===== config.mk =====
export PLATFORM = sky130hd
export DESIGN_NAME = tohz_top
export DESIGN_NICKNAME = d
export VERILOG_FILES = /design/src/design/tohz_pkg.sv /design/src/design/tohz_hiz_ctrl.sv /design/src/design/tohz_rt_output.sv /design/src/design/tohz_top.sv
export VERILOG_INCLUDE_DIRS = /design/src /design/src/design
export SDC_FILE = /design/constraint.sdc
export NUM_CORES = 1
export LEC_CHECK = 0
export ABC_AREA = 1
export BUFFER_PORTS_ARGS = -buffer_cell sky130_fd_sc_hd__buf_4
export CAP_MARGIN = 15
export CORE_UTILIZATION = 50
export CTS_BUF_LIST = sky130_fd_sc_hd__clkbuf_16
export CTS_CLUSTER_DIAMETER = 60
export DETAILED_ROUTE_END_ITERATION = 8
export PLACE_DENSITY = 0.8
export SLEW_MARGIN = 20
export SYNTH_ARGS = -nofsm -noshare
export SYNTH_HDL_FRONTEND = slang
export SYNTH_HIERARCHICAL = 1
export SYNTH_SLANG_ARGS = --single-unit

===== constraint.sdc =====
create_clock -name ref_clk -period 2.97 [get_ports ref_clk]
set_input_delay 0.4455 -clock ref_clk [delete_from_list [all_inputs] [get_ports ref_clk]]
set_output_delay 0.4455 -clock ref_clk [all_outputs]
set_load 0.01 [all_outputs]

===== src/design/tohz_map.svh =====
`ifndef TOHZ_MAP_SVH
`define TOHZ_MAP_SVH
// Register offsets (byte addresses)
`define TOHZ_OFS_STOP_TRIG 20'hf0226
`define TOHZ_OFS_EDGE_CTRL 20'hf0228
`define TOHZ_OFS_STATUS 20'hf022a
`define TOHZ_OFS_START_TRIG 20'hf022c
`define TOHZ_OFS_MODE 20'hf022e
`define TOHZ_OFS_RT_ENABLE 20'hf0230
`define TOHZ_OFS_RT_LEVEL 20'hf0232
`define TOHZ_OFS_RT_TRIGSEL 20'hf0234
// Field positions
`define TOHZ_BIT_MODE 0
`define TOHZ_BIT_SRC 1
`define TOHZ_BIT_HSM 2
`define TOHZ_BIT_HDM 3
`define TOHZ_ST_ACT1 15
`define TOHZ_ST_ACT0 14
`define TOHZ_ST_IN1 1
`define TOHZ_ST_IN0 0
// Reset values
`define TOHZ_RST_16 16'h0000
`define TOHZ_RST_2 2'h0
// Real-time trigger channel range
`define TOHZ_TRIG_LO 1
`define TOHZ_TRIG_HI 10
`endif


===== src/design/tohz_pkg.sv =====
package tohz_pkg;
  typedef struct packed {
    logic [19:0] addr;
    logic [15:0] wdata;
    logic wr;
    logic rd;
  } tohz_bus_req_t;
  typedef struct packed {
    logic pin;
    logic cmp;
  } tohz_src_t;
  typedef enum logic [1:0] {
    TOHZ_IDLE = 2'b00,
    TOHZ_FLOAT = 2'b01,
    TOHZ_CANCEL = 2'b10
  } tohz_state_t;
endpackage : tohz_pkg


===== src/design/tohz_hiz_ctrl.sv =====
`timescale 1ns/1ns
`include "tohz_map.svh"
// One high-impedance control signal: set on event, cleared at a PWM boundary
module tohz_hiz_ctrl
  import tohz_pkg::*;
(
  // Clock and reset
  input wire logic ref_clk,
  input wire logic rst_n,
  // Requests
  input wire logic set_req,
  input wire logic cancel_req,
  input wire logic pwm_boundary,
  // State
  output logic active
);
  tohz_state_t state_q;

  // ----------------------------------------
  // Hold floating until a cancel lands on a PWM boundary
  // ----------------------------------------
  always_ff @(posedge ref_clk) begin
    if (!rst_n) begin
      state_q <= TOHZ_IDLE;
    end else begin
      case (state_q)
        TOHZ_IDLE: begin
          if (set_req) begin
            state_q <= TOHZ_FLOAT;
          end
        end
        TOHZ_FLOAT: begin
          if (cancel_req && !set_req) begin
            state_q <= TOHZ_CANCEL;
          end
        end
        TOHZ_CANCEL: begin
          // A new event re-arms the float; set wins over the PWM boundary
          if (set_req) begin
            state_q <= TOHZ_FLOAT;
          end else if (pwm_boundary) begin
            state_q <= TOHZ_IDLE;
          end
        end
        default: begin
          state_q <= TOHZ_IDLE;
        end
      endcase
    end
  end

  assign active = (state_q != TOHZ_IDLE);
endmodule : tohz_hiz_ctrl


===== src/design/tohz_rt_output.sv =====
`timescale 1ns/1ns
`include "tohz_map.svh"
// Real-time output routing across the channel array
module tohz_rt_output
  import tohz_pkg::*;
#(
  parameter int NCH = 12
) (
  // Clock and reset
  input wire logic ref_clk,
  input wire logic rst_n,
  // Configuration
  input wire logic [NCH-1:0] rt_output_enable,
  input wire logic [NCH-1:0] rt_output_level,
  input wire logic [NCH-1:0] rt_trigger_select,
  input wire logic [NCH-1:0] channel_interval_irq,
  // Result
  output logic [NCH-1:0] rt_pin_q,
  output logic [NCH-1:0] rt_governed_q
);
  logic [NCH-1:0] trig_ok;
  logic [NCH-1:0] gov_fire;
  logic [NCH-1:0] gov_valid;

  // ----------------------------------------
  // Governing trigger channel search
  // ----------------------------------------
  genvar g;
  generate
    for (g = 0; g < NCH; g++) begin : g_ch
      // Only channels in the legal range may generate triggers
      assign trig_ok[g] = rt_trigger_select[g] && (g >= `TOHZ_TRIG_LO) &&
                          (g <= `TOHZ_TRIG_HI);
      if (g == 0) begin : g_top
        // Nothing sits above channel 0
        assign gov_valid[g] = trig_ok[g];
        assign gov_fire[g] = trig_ok[g] && channel_interval_irq[g];
      end else begin : g_low
        // Inherit from the next higher channel while select is 0
        assign gov_valid[g] = trig_ok[g] ? 1'b1 : gov_valid[g-1];
        assign gov_fire[g] = trig_ok[g] ? channel_interval_irq[g] :
                             gov_fire[g-1];
      end
    end
  endgenerate

  // ----------------------------------------
  // Pin update only on the governing interrupt
  // ----------------------------------------
  always_ff @(posedge ref_clk) begin
    if (!rst_n) begin
      rt_pin_q <= '0;
    end else begin
      for (int i = 0; i < NCH; i++) begin
        if (rt_output_enable[i] && gov_valid[i] && gov_fire[i]) begin
          rt_pin_q[i] <= rt_output_level[i];
        end
      end
    end
  end

  always_ff @(posedge ref_clk) begin
    if (!rst_n) begin
      rt_governed_q <= '0;
    end else begin
      rt_governed_q <= rt_output_enable & gov_valid;
    end
  end
endmodule : tohz_rt_output


===== src/design/tohz_top.sv =====
// What this block does
// - Active status bits show control signal level
// - Input status 1 mirrors pin or comparator
// - Input status 0 mirrors pin or comparator
// - Mode picks which channels each signal floats
// - Start trigger floats outputs, self-clears
// - Start register reads zero, two bits
// - Stop trigger requests cancel, self-clears
// - Stop register reads zero, two bits
// - Stop 1 cancels 6,7 if input 1 low
// - Stop 1 needs half-bridge and software cancel
// - Stop 0 six-phase cancels 2-7 if input1 low
// - Stop 0 half-bridge cancels 2,3 if input0 low
// - Stop 0 acts only in listed combinations
// - Edge enable 1 gates source 1 edges
// - Edge enable 0 gates source 0 edges
// - Edge control resets zero, two bits
// - Enabled channel pin takes level on trigger
// - Level reaches pin only on governing interrupt
// - Select bit makes trigger channel, 1 to 10
// - Trigger governs lower channels until next trigger
// - Trigger role independent of own enable
// - No governing trigger means no real-time output
// - Mode bit: six-phase or half-bridge
// - Source select: pins or comparators
//
// The address-and-strobe port is this design's own decision.
`timescale 1ns/1ns
`include "tohz_map.svh"
module tohz_top
  import tohz_pkg::*;
#(
  parameter int NCH = 12
) (
  // Clock and reset
  input wire logic ref_clk,
  input wire logic rst_n,
  // Register port
  input wire logic [19:0] reg_addr,
  input wire logic [15:0] reg_wdata,
  input wire logic reg_wr,
  input wire logic reg_rd,
  output logic [15:0] reg_rdata,
  // Shutdown sources
  input wire logic shutdown_pin_0,
  input wire logic shutdown_pin_1,
  input wire logic comparator_out_0,
  input wire logic comparator_out_1,
  // PWM period boundary pulse
  input wire logic pwm_cycle_end,
  // Timer channel side
  input wire logic [NCH-1:0] channel_interval_irq,
  input wire logic [NCH-1:0] timer_output,
  // Pins
  output logic [NCH-1:0] channel_output_pin,
  output logic [NCH-1:0] channel_output_oe
);
  tohz_bus_req_t req;
  tohz_src_t src0;
  tohz_src_t src1;
  logic [1:0] edge_ctrl_q;
  logic [1:0] start_q;
  logic [1:0] stop_q;
  logic [3:0] mode_q;
  logic [NCH-1:0] rt_en_q;
  logic [NCH-1:0] rt_lvl_q;
  logic [NCH-1:0] rt_sel_q;
  logic [NCH-1:0] rt_pin;
  logic [NCH-1:0] rt_gov;
  logic in0_q;
  logic in1_q;
  logic lvl0_d;
  logic lvl1_d;
  logic act0;
  logic act1;
  logic set0;
  logic set1;
  logic cancel0;
  logic cancel1;
  logic edge_cancel0;
  logic edge_cancel1;
  logic bridge_mode_sel;
  logic shutdown_source_sel;
  logic halfbridge_cancel_method;
  logic sixphase_cancel_method;
  logic [NCH-1:0] float_mask;

  assign req = '{addr: reg_addr, wdata: reg_wdata, wr: reg_wr, rd: reg_rd};
  assign src0 = '{pin: shutdown_pin_0, cmp: comparator_out_0};
  assign src1 = '{pin: shutdown_pin_1, cmp: comparator_out_1};

  function automatic logic wr_hit(input tohz_bus_req_t r, input logic [19:0] ofs);
    wr_hit = r.wr && (r.addr == ofs);
  endfunction : wr_hit

  assign bridge_mode_sel = mode_q[`TOHZ_BIT_MODE];
  assign shutdown_source_sel = mode_q[`TOHZ_BIT_SRC];
  assign halfbridge_cancel_method = mode_q[`TOHZ_BIT_HSM];
  assign sixphase_cancel_method = mode_q[`TOHZ_BIT_HDM];

  // ----------------------------------------
  // Source selection and input status
  // ----------------------------------------
  assign lvl0_d = shutdown_source_sel ? src0.cmp : src0.pin;
  assign lvl1_d = shutdown_source_sel ? src1.cmp : src1.pin;

  always_ff @(posedge ref_clk) begin
    if (!rst_n) begin
      in0_q <= 1'b0;
      in1_q <= 1'b0;
    end else begin
      in0_q <= lvl0_d;
      in1_q <= lvl1_d;
    end
  end

  // A rising edge on an enabled source is the shutdown event; disabled edges are ignored
  assign edge_cancel0 = edge_ctrl_q[0] && in0_q && !lvl0_d;
  assign edge_cancel1 = edge_ctrl_q[1] && in1_q && !lvl1_d;
  assign set0 = (edge_ctrl_q[0] && lvl0_d && !in0_q) || start_q[0];
  assign set1 = (edge_ctrl_q[1] && lvl1_d && !in1_q) || start_q[1];

  // ----------------------------------------
  // Cancellation decisions
  // ----------------------------------------
  always_comb begin
    cancel0 = 1'b0;
    cancel1 = 1'b0;
    if (stop_q[0]) begin
      if (!bridge_mode_sel && !sixphase_cancel_method) begin
        cancel0 = !in1_q;
      end else if (bridge_mode_sel && halfbridge_cancel_method) begin
        cancel0 = !in0_q;
      end
    end
    if (stop_q[1] && bridge_mode_sel && halfbridge_cancel_method) begin
      cancel1 = !in1_q;
    end
    // Hardware cancel after inactive edge in the other methods; for signal 0 in six-phase mode under either method
    if (edge_cancel0 && (bridge_mode_sel ? !halfbridge_cancel_method : 1'b1)) begin
      cancel0 = 1'b1;
    end
    if (edge_cancel1 && bridge_mode_sel && !halfbridge_cancel_method) begin
      cancel1 = 1'b1;
    end
  end

  tohz_hiz_ctrl u_ctrl0 (
    .ref_clk(ref_clk),
    .rst_n(rst_n),
    .set_req(set0),
    .cancel_req(cancel0),
    .pwm_boundary(pwm_cycle_end),
    .active(act0)
  );

  tohz_hiz_ctrl u_ctrl1 (
    .ref_clk(ref_clk),
    .rst_n(rst_n),
    .set_req(set1 && bridge_mode_sel),
    .cancel_req(cancel1),
    .pwm_boundary(pwm_cycle_end),
    .active(act1)
  );

  // ----------------------------------------
  // Register writes
  // ----------------------------------------
  always_ff @(posedge ref_clk) begin
    if (!rst_n) begin
      edge_ctrl_q <= `TOHZ_RST_2;
    end else if (wr_hit(req, `TOHZ_OFS_EDGE_CTRL)) begin
      edge_ctrl_q <= req.wdata[1:0];
    end
  end

  always_ff @(posedge ref_clk) begin
    if (!rst_n) begin
      mode_q <= '0;
    end else if (wr_hit(req, `TOHZ_OFS_MODE)) begin
      mode_q <= req.wdata[3:0];
    end
  end

  // Trigger bits: a write sets, completion clears; a new write wins
  always_ff @(posedge ref_clk) begin
    if (!rst_n) begin
      start_q <= `TOHZ_RST_2;
    end else if (wr_hit(req, `TOHZ_OFS_START_TRIG)) begin
      start_q <= start_q | req.wdata[1:0];
    end else begin
      // Trigger 1 has no target outside half-bridge mode; dropping it keeps
      // a stale request from floating outputs after a later mode change
      start_q <= start_q & ~{act1 | !bridge_mode_sel, act0};
    end
  end

  always_ff @(posedge ref_clk) begin
    if (!rst_n) begin
      stop_q <= `TOHZ_RST_2;
    end else if (wr_hit(req, `TOHZ_OFS_STOP_TRIG)) begin
      stop_q <= req.wdata[1:0];
    end else begin
      // Request is issued in the cycle the bit is seen, then cleared
      stop_q <= `TOHZ_RST_2;
    end
  end

  always_ff @(posedge ref_clk) begin
    if (!rst_n) begin
      rt_en_q <= '0;
      rt_lvl_q <= '0;
      rt_sel_q <= '0;
    end else begin
      if (wr_hit(req, `TOHZ_OFS_RT_ENABLE)) begin
        rt_en_q <= req.wdata[NCH-1:0];
      end
      if (wr_hit(req, `TOHZ_OFS_RT_LEVEL)) begin
        rt_lvl_q <= req.wdata[NCH-1:0];
      end
      if (wr_hit(req, `TOHZ_OFS_RT_TRIGSEL)) begin
        rt_sel_q <= req.wdata[NCH-1:0];
      end
    end
  end

  // ----------------------------------------
  // Register reads; trigger registers read zero
  // ----------------------------------------
  always_ff @(posedge ref_clk) begin
    if (!rst_n) begin
      reg_rdata <= `TOHZ_RST_16;
    end else if (req.rd) begin
      case (req.addr)
        `TOHZ_OFS_STATUS: begin
          reg_rdata <= `TOHZ_RST_16;
          reg_rdata[`TOHZ_ST_ACT1] <= act1;
          reg_rdata[`TOHZ_ST_ACT0] <= act0;
          reg_rdata[`TOHZ_ST_IN1] <= in1_q;
          reg_rdata[`TOHZ_ST_IN0] <= in0_q;
        end
        `TOHZ_OFS_EDGE_CTRL: reg_rdata <= {14'h0000, edge_ctrl_q};
        `TOHZ_OFS_MODE: reg_rdata <= {12'h000, mode_q};
        `TOHZ_OFS_RT_ENABLE: reg_rdata <= 16'(rt_en_q);
        `TOHZ_OFS_RT_LEVEL: reg_rdata <= 16'(rt_lvl_q);
        `TOHZ_OFS_RT_TRIGSEL: reg_rdata <= 16'(rt_sel_q);
        default: reg_rdata <= `TOHZ_RST_16;
      endcase
    end else begin
      reg_rdata <= `TOHZ_RST_16;
    end
  end

  // ----------------------------------------
  // Real-time output
  // ----------------------------------------
  tohz_rt_output #(.NCH(NCH)) u_rt (
    .ref_clk(ref_clk),
    .rst_n(rst_n),
    .rt_output_enable(rt_en_q),
    .rt_output_level(rt_lvl_q),
    .rt_trigger_select(rt_sel_q),
    .channel_interval_irq(channel_interval_irq),
    .rt_pin_q(rt_pin),
    .rt_governed_q(rt_gov)
  );

  // ----------------------------------------
  // Float mask per mode
  // ----------------------------------------
  always_comb begin
    float_mask = '0;
    if (!bridge_mode_sel) begin
      float_mask[7:2] = {6{act0}};
    end else begin
      float_mask[3:2] = {2{act0}};
      float_mask[7:6] = {2{act1}};
    end
  end

  // ----------------------------------------
  // Output stage
  // ----------------------------------------
  always_ff @(posedge ref_clk) begin
    if (!rst_n) begin
      channel_output_pin <= '0;
    end else begin
      channel_output_pin <= (rt_gov & rt_pin) | (~rt_gov & timer_output);
    end
  end

  // Enables stay low through reset so no channel drives before it is set up
  always_ff @(posedge ref_clk) begin
    if (!rst_n) begin
      channel_output_oe <= '0;
    end else begin
      channel_output_oe <= ~float_mask;
    end
  end
endmodule : tohz_top


==> results.yml <==
floorplanning:
  initial_core_util: 0.516
  design.core.area_um2: 9200
  ios: 109
  die_h_um: 99.4
  die_x_um: 99.4
  die-area_um2: 9890
  placementRows: 35
sta:
  rsz0062_at_grt: "no"
  timing.fmax_ghz: 0.542
  timing.final.hold_violations: 0
  slew_headroom: 0.535
  finClkSkew_ps: 6.03
  fin_crit_ps: 1850
  final_max_slew_viol_count: 0
  fin_setup_tns_ps: 0
  final-setup-viol-count: 0
  tightest_slew_ps: 696
  period_share: 0.622
clock_tree:
  cts_buffers: 9
  cts_num_sinks: 104
  root_buffer: "clkbuf_16"
  cts_max_level: 3
  clock_path_buffers: 2
  post_cts_resized: 0
  insertion_delay_ps: 340
  cts_tree: "yes"
  clk_pin_slew_ps: 70
  hold_buffers: 0
  postCtsSetupBuffers: 0
route:
  detail_route.vias_per_cell: 5.25
  first_iter_violations: 282
  dr.pass1.iters: 4
  drc: 0
  routedWlPerCell_um: 13.6
  drtAntennaViolNets: 0
  wl_mm: 11.3
  vias: 4370
synth:
  synth.ff_latch_count: 104
  synth_area_um2: 4750
  yosys_warnings: 6
  syn_avg_cell_area_um2: 7.52
  synth_seq_area_share: 0.439
  netlist-cell-type-count: 34
  syn_inst: 631
setup_path:
  critPathRequiredTime_ps: 3240
  r2r-end: "u_rt/rt_pin_q[11]"
  crit_arrival_ps: 2120
  max_stage_delay_ps: 560
  startpoint: "reg_addr[15]"
  r2r_slack_ps: 1180
  slowest_stage: "nor2_4"
  critPathTopFamily: "simple AND/OR/NAND/NOR gates"
  cp_cell_sequence: "buf_4, nor2_1, nand2_2, nor2_8, nand3_4, nor2_4, o21ai_0, a21oi_1"
  cp-start-kind: "input port"
  r2r_start: "rt_sel_q[1]"
  worstPathBufferInverterCount: 1
  crit_type: "in -> reg"
  reg2regPathDepth: 14
  end_kind: "register"
  path_max_fanout: 24
flow_run:
  maxCapViolations: 0
place:
  hpwl_mm: 8.26
  io_buffers: 100
  gp_congestion: 0.862
global_route:
  grtUsageTotal: 0.240
  grt_pass1_vias: 4115
  grt_pass1_wl_mm: 18.9
  antenna_found_initial: 0
  grt_overflow_total: 0
  grt_max_degree: 51
finish:
  area_growth_pct: 21.3
  diodes: 0
  fin_util: 0.626
  drive_gt1_frac: 0.250
  nets: 785
worst_hold_path:
  min-delay-start: "reg_wdata[8]"
  hold_depth: 3
  hold_path_class: "in -> reg"
  min_delay_worst_endpoint: "rt_lvl_q[8]"
power_and_ir_drop:
  ir_worst_vdd_mv: 0.310
  powerDensity_nw_per_um2: 481
  cellLeakagePower_uw: 0.00252
run_status:
  outcome: "completed"
==> logic make-up after synthesis <==
logic type / synth area share
buf+inv: 0.124
mux: 0.00422
simple gates: 0.258
compound gates: 0.173
flops: 0.439
other cells: 0.00158
==> worst max path at each step <==
stage / endpoint / slack [ps] / depth (start not counted)
finish: rt_en_q[11] / 1120 / 8
global route: rt_en_q[8] / 990 / 8
CTS: rt_en_q[11] / 1120 / 8
detailed placement: rt_en_q[8] / 790 / 8
global placement: rt_en_q[8] / 860 / 8
floorplan: u_rt/rt_pin_q[10] / 1480 / 14
==> state kept, by name (all words and copies together), names as in the netlist <==
name and count:
rt_sel_q 12, u_ctrl0/state_q 2, channel_output_oe 4, mode_q 4, channel_output_pin 12, u_rt/rt_pin_q 11
edge_ctrl_q 2, rt_lvl_q 12, u_ctrl1/state_q 2, reg_rdata 14, start_q 2, rt_en_q 12
stop_q 2, in1_q 1, in0_q 1, u_rt/rt_governed_q 11
==> area by class of cell <==
| type | count | area (um^2) |
|---|---|---|
| multi-input cells | 394 | 2080 |
| inverters | 106 | 398 |
| flip-flops and latches | 104 | 2080 |
| fillers | 829 | 3440 |
| clock inverters | 7 | 72.6 |
| repair buffers | 101 | 758 |
| clock buffers | 9 | 225 |
| well taps | 111 | 139 |
==> synthesized netlist by cell type (all sizes together) <==
cell    instances  area [um^2]
a21boi          2         22.5
a21oi          71          385
buf            22          165
clkbuf          7         26.3
conb            2         7.51
dfxtp         104         2080
inv           106          398
mux2i           2         20.0
nand2          96          373
nand3          33          240
nand4          18          128
nor2           76          398
nor3            9         56.3
o211ai          5         37.5
o21a            1         7.51
o21ai          69          345
o22ai           1         6.26
o311ai          1         8.76
o31ai           1         7.51
or2             5         31.3
==> report_power, final <==
| group | internal, uW | switching, uW |
|---|---|---|
| Combinational | 90.6 | 91.8 |
| Clock | 655 | 520 |
| Sequential | 1410 | 5.92 |
==> layer usage <==
metal | track usage | wire length [um] | up-vias
li1 | - | - | 2190
met1 | 0.300 | 4950 | 1995
met2 | 0.413 | 5470 | 163
met3 | 0.0394 | 623 | 22
met4 | 0.0984 | 243 | 0
met5 | 0 | 0 | -
==> worst reg2reg max path, cell delays in order, from the launching register on <==
cell and delay [ps]:
dfxtp_1 470, nand2_1 80, nand2_1 90, nand3_1 140, nand3_2 120, nand3_2 90, nand3_2 90, nand3_2 80
nand3_2 100, nand3_2 100, nand3_2 110, nand3_1 90, nand2_1 70, inv_1 30, nor2_1 80
==> placed cells by master (no fill, tap or decap), drive strengths merged, types with 2 or more instances in the layout <==
| cell type | count |
|---|---|
| inv | 108 |
| buf | 101 |
| dfxtp | 104 |
| or2 | 5 |
| nor2 | 76 |
| a21oi | 71 |
| o21ai | 69 |
| nand3 | 33 |
| mux2i | 2 |
| nand4 | 18 |
| clkinv | 3 |
| conb | 4 |
| clkbuf | 9 |
| a21boi | 2 |
| nor3 | 9 |
| nand2 | 96 |
| o211ai | 5 |
==> per-stage QoR <==
step                      power (uW)  setup slack (ps)  cell area [um^2]  hold WS (ps)  cells
after floorplan                 1530              1480              4750           405    633
after global placement          1620               863              5460           410    816
after detailed placement        1630               793              5460           418    816
after CTS                       2790              1120              5760           371    832
after global routing            2870               987              5760           381    832
final                           2770              1120              5760           378    832
Note: power is estimated with default switching activity, not from simulation.
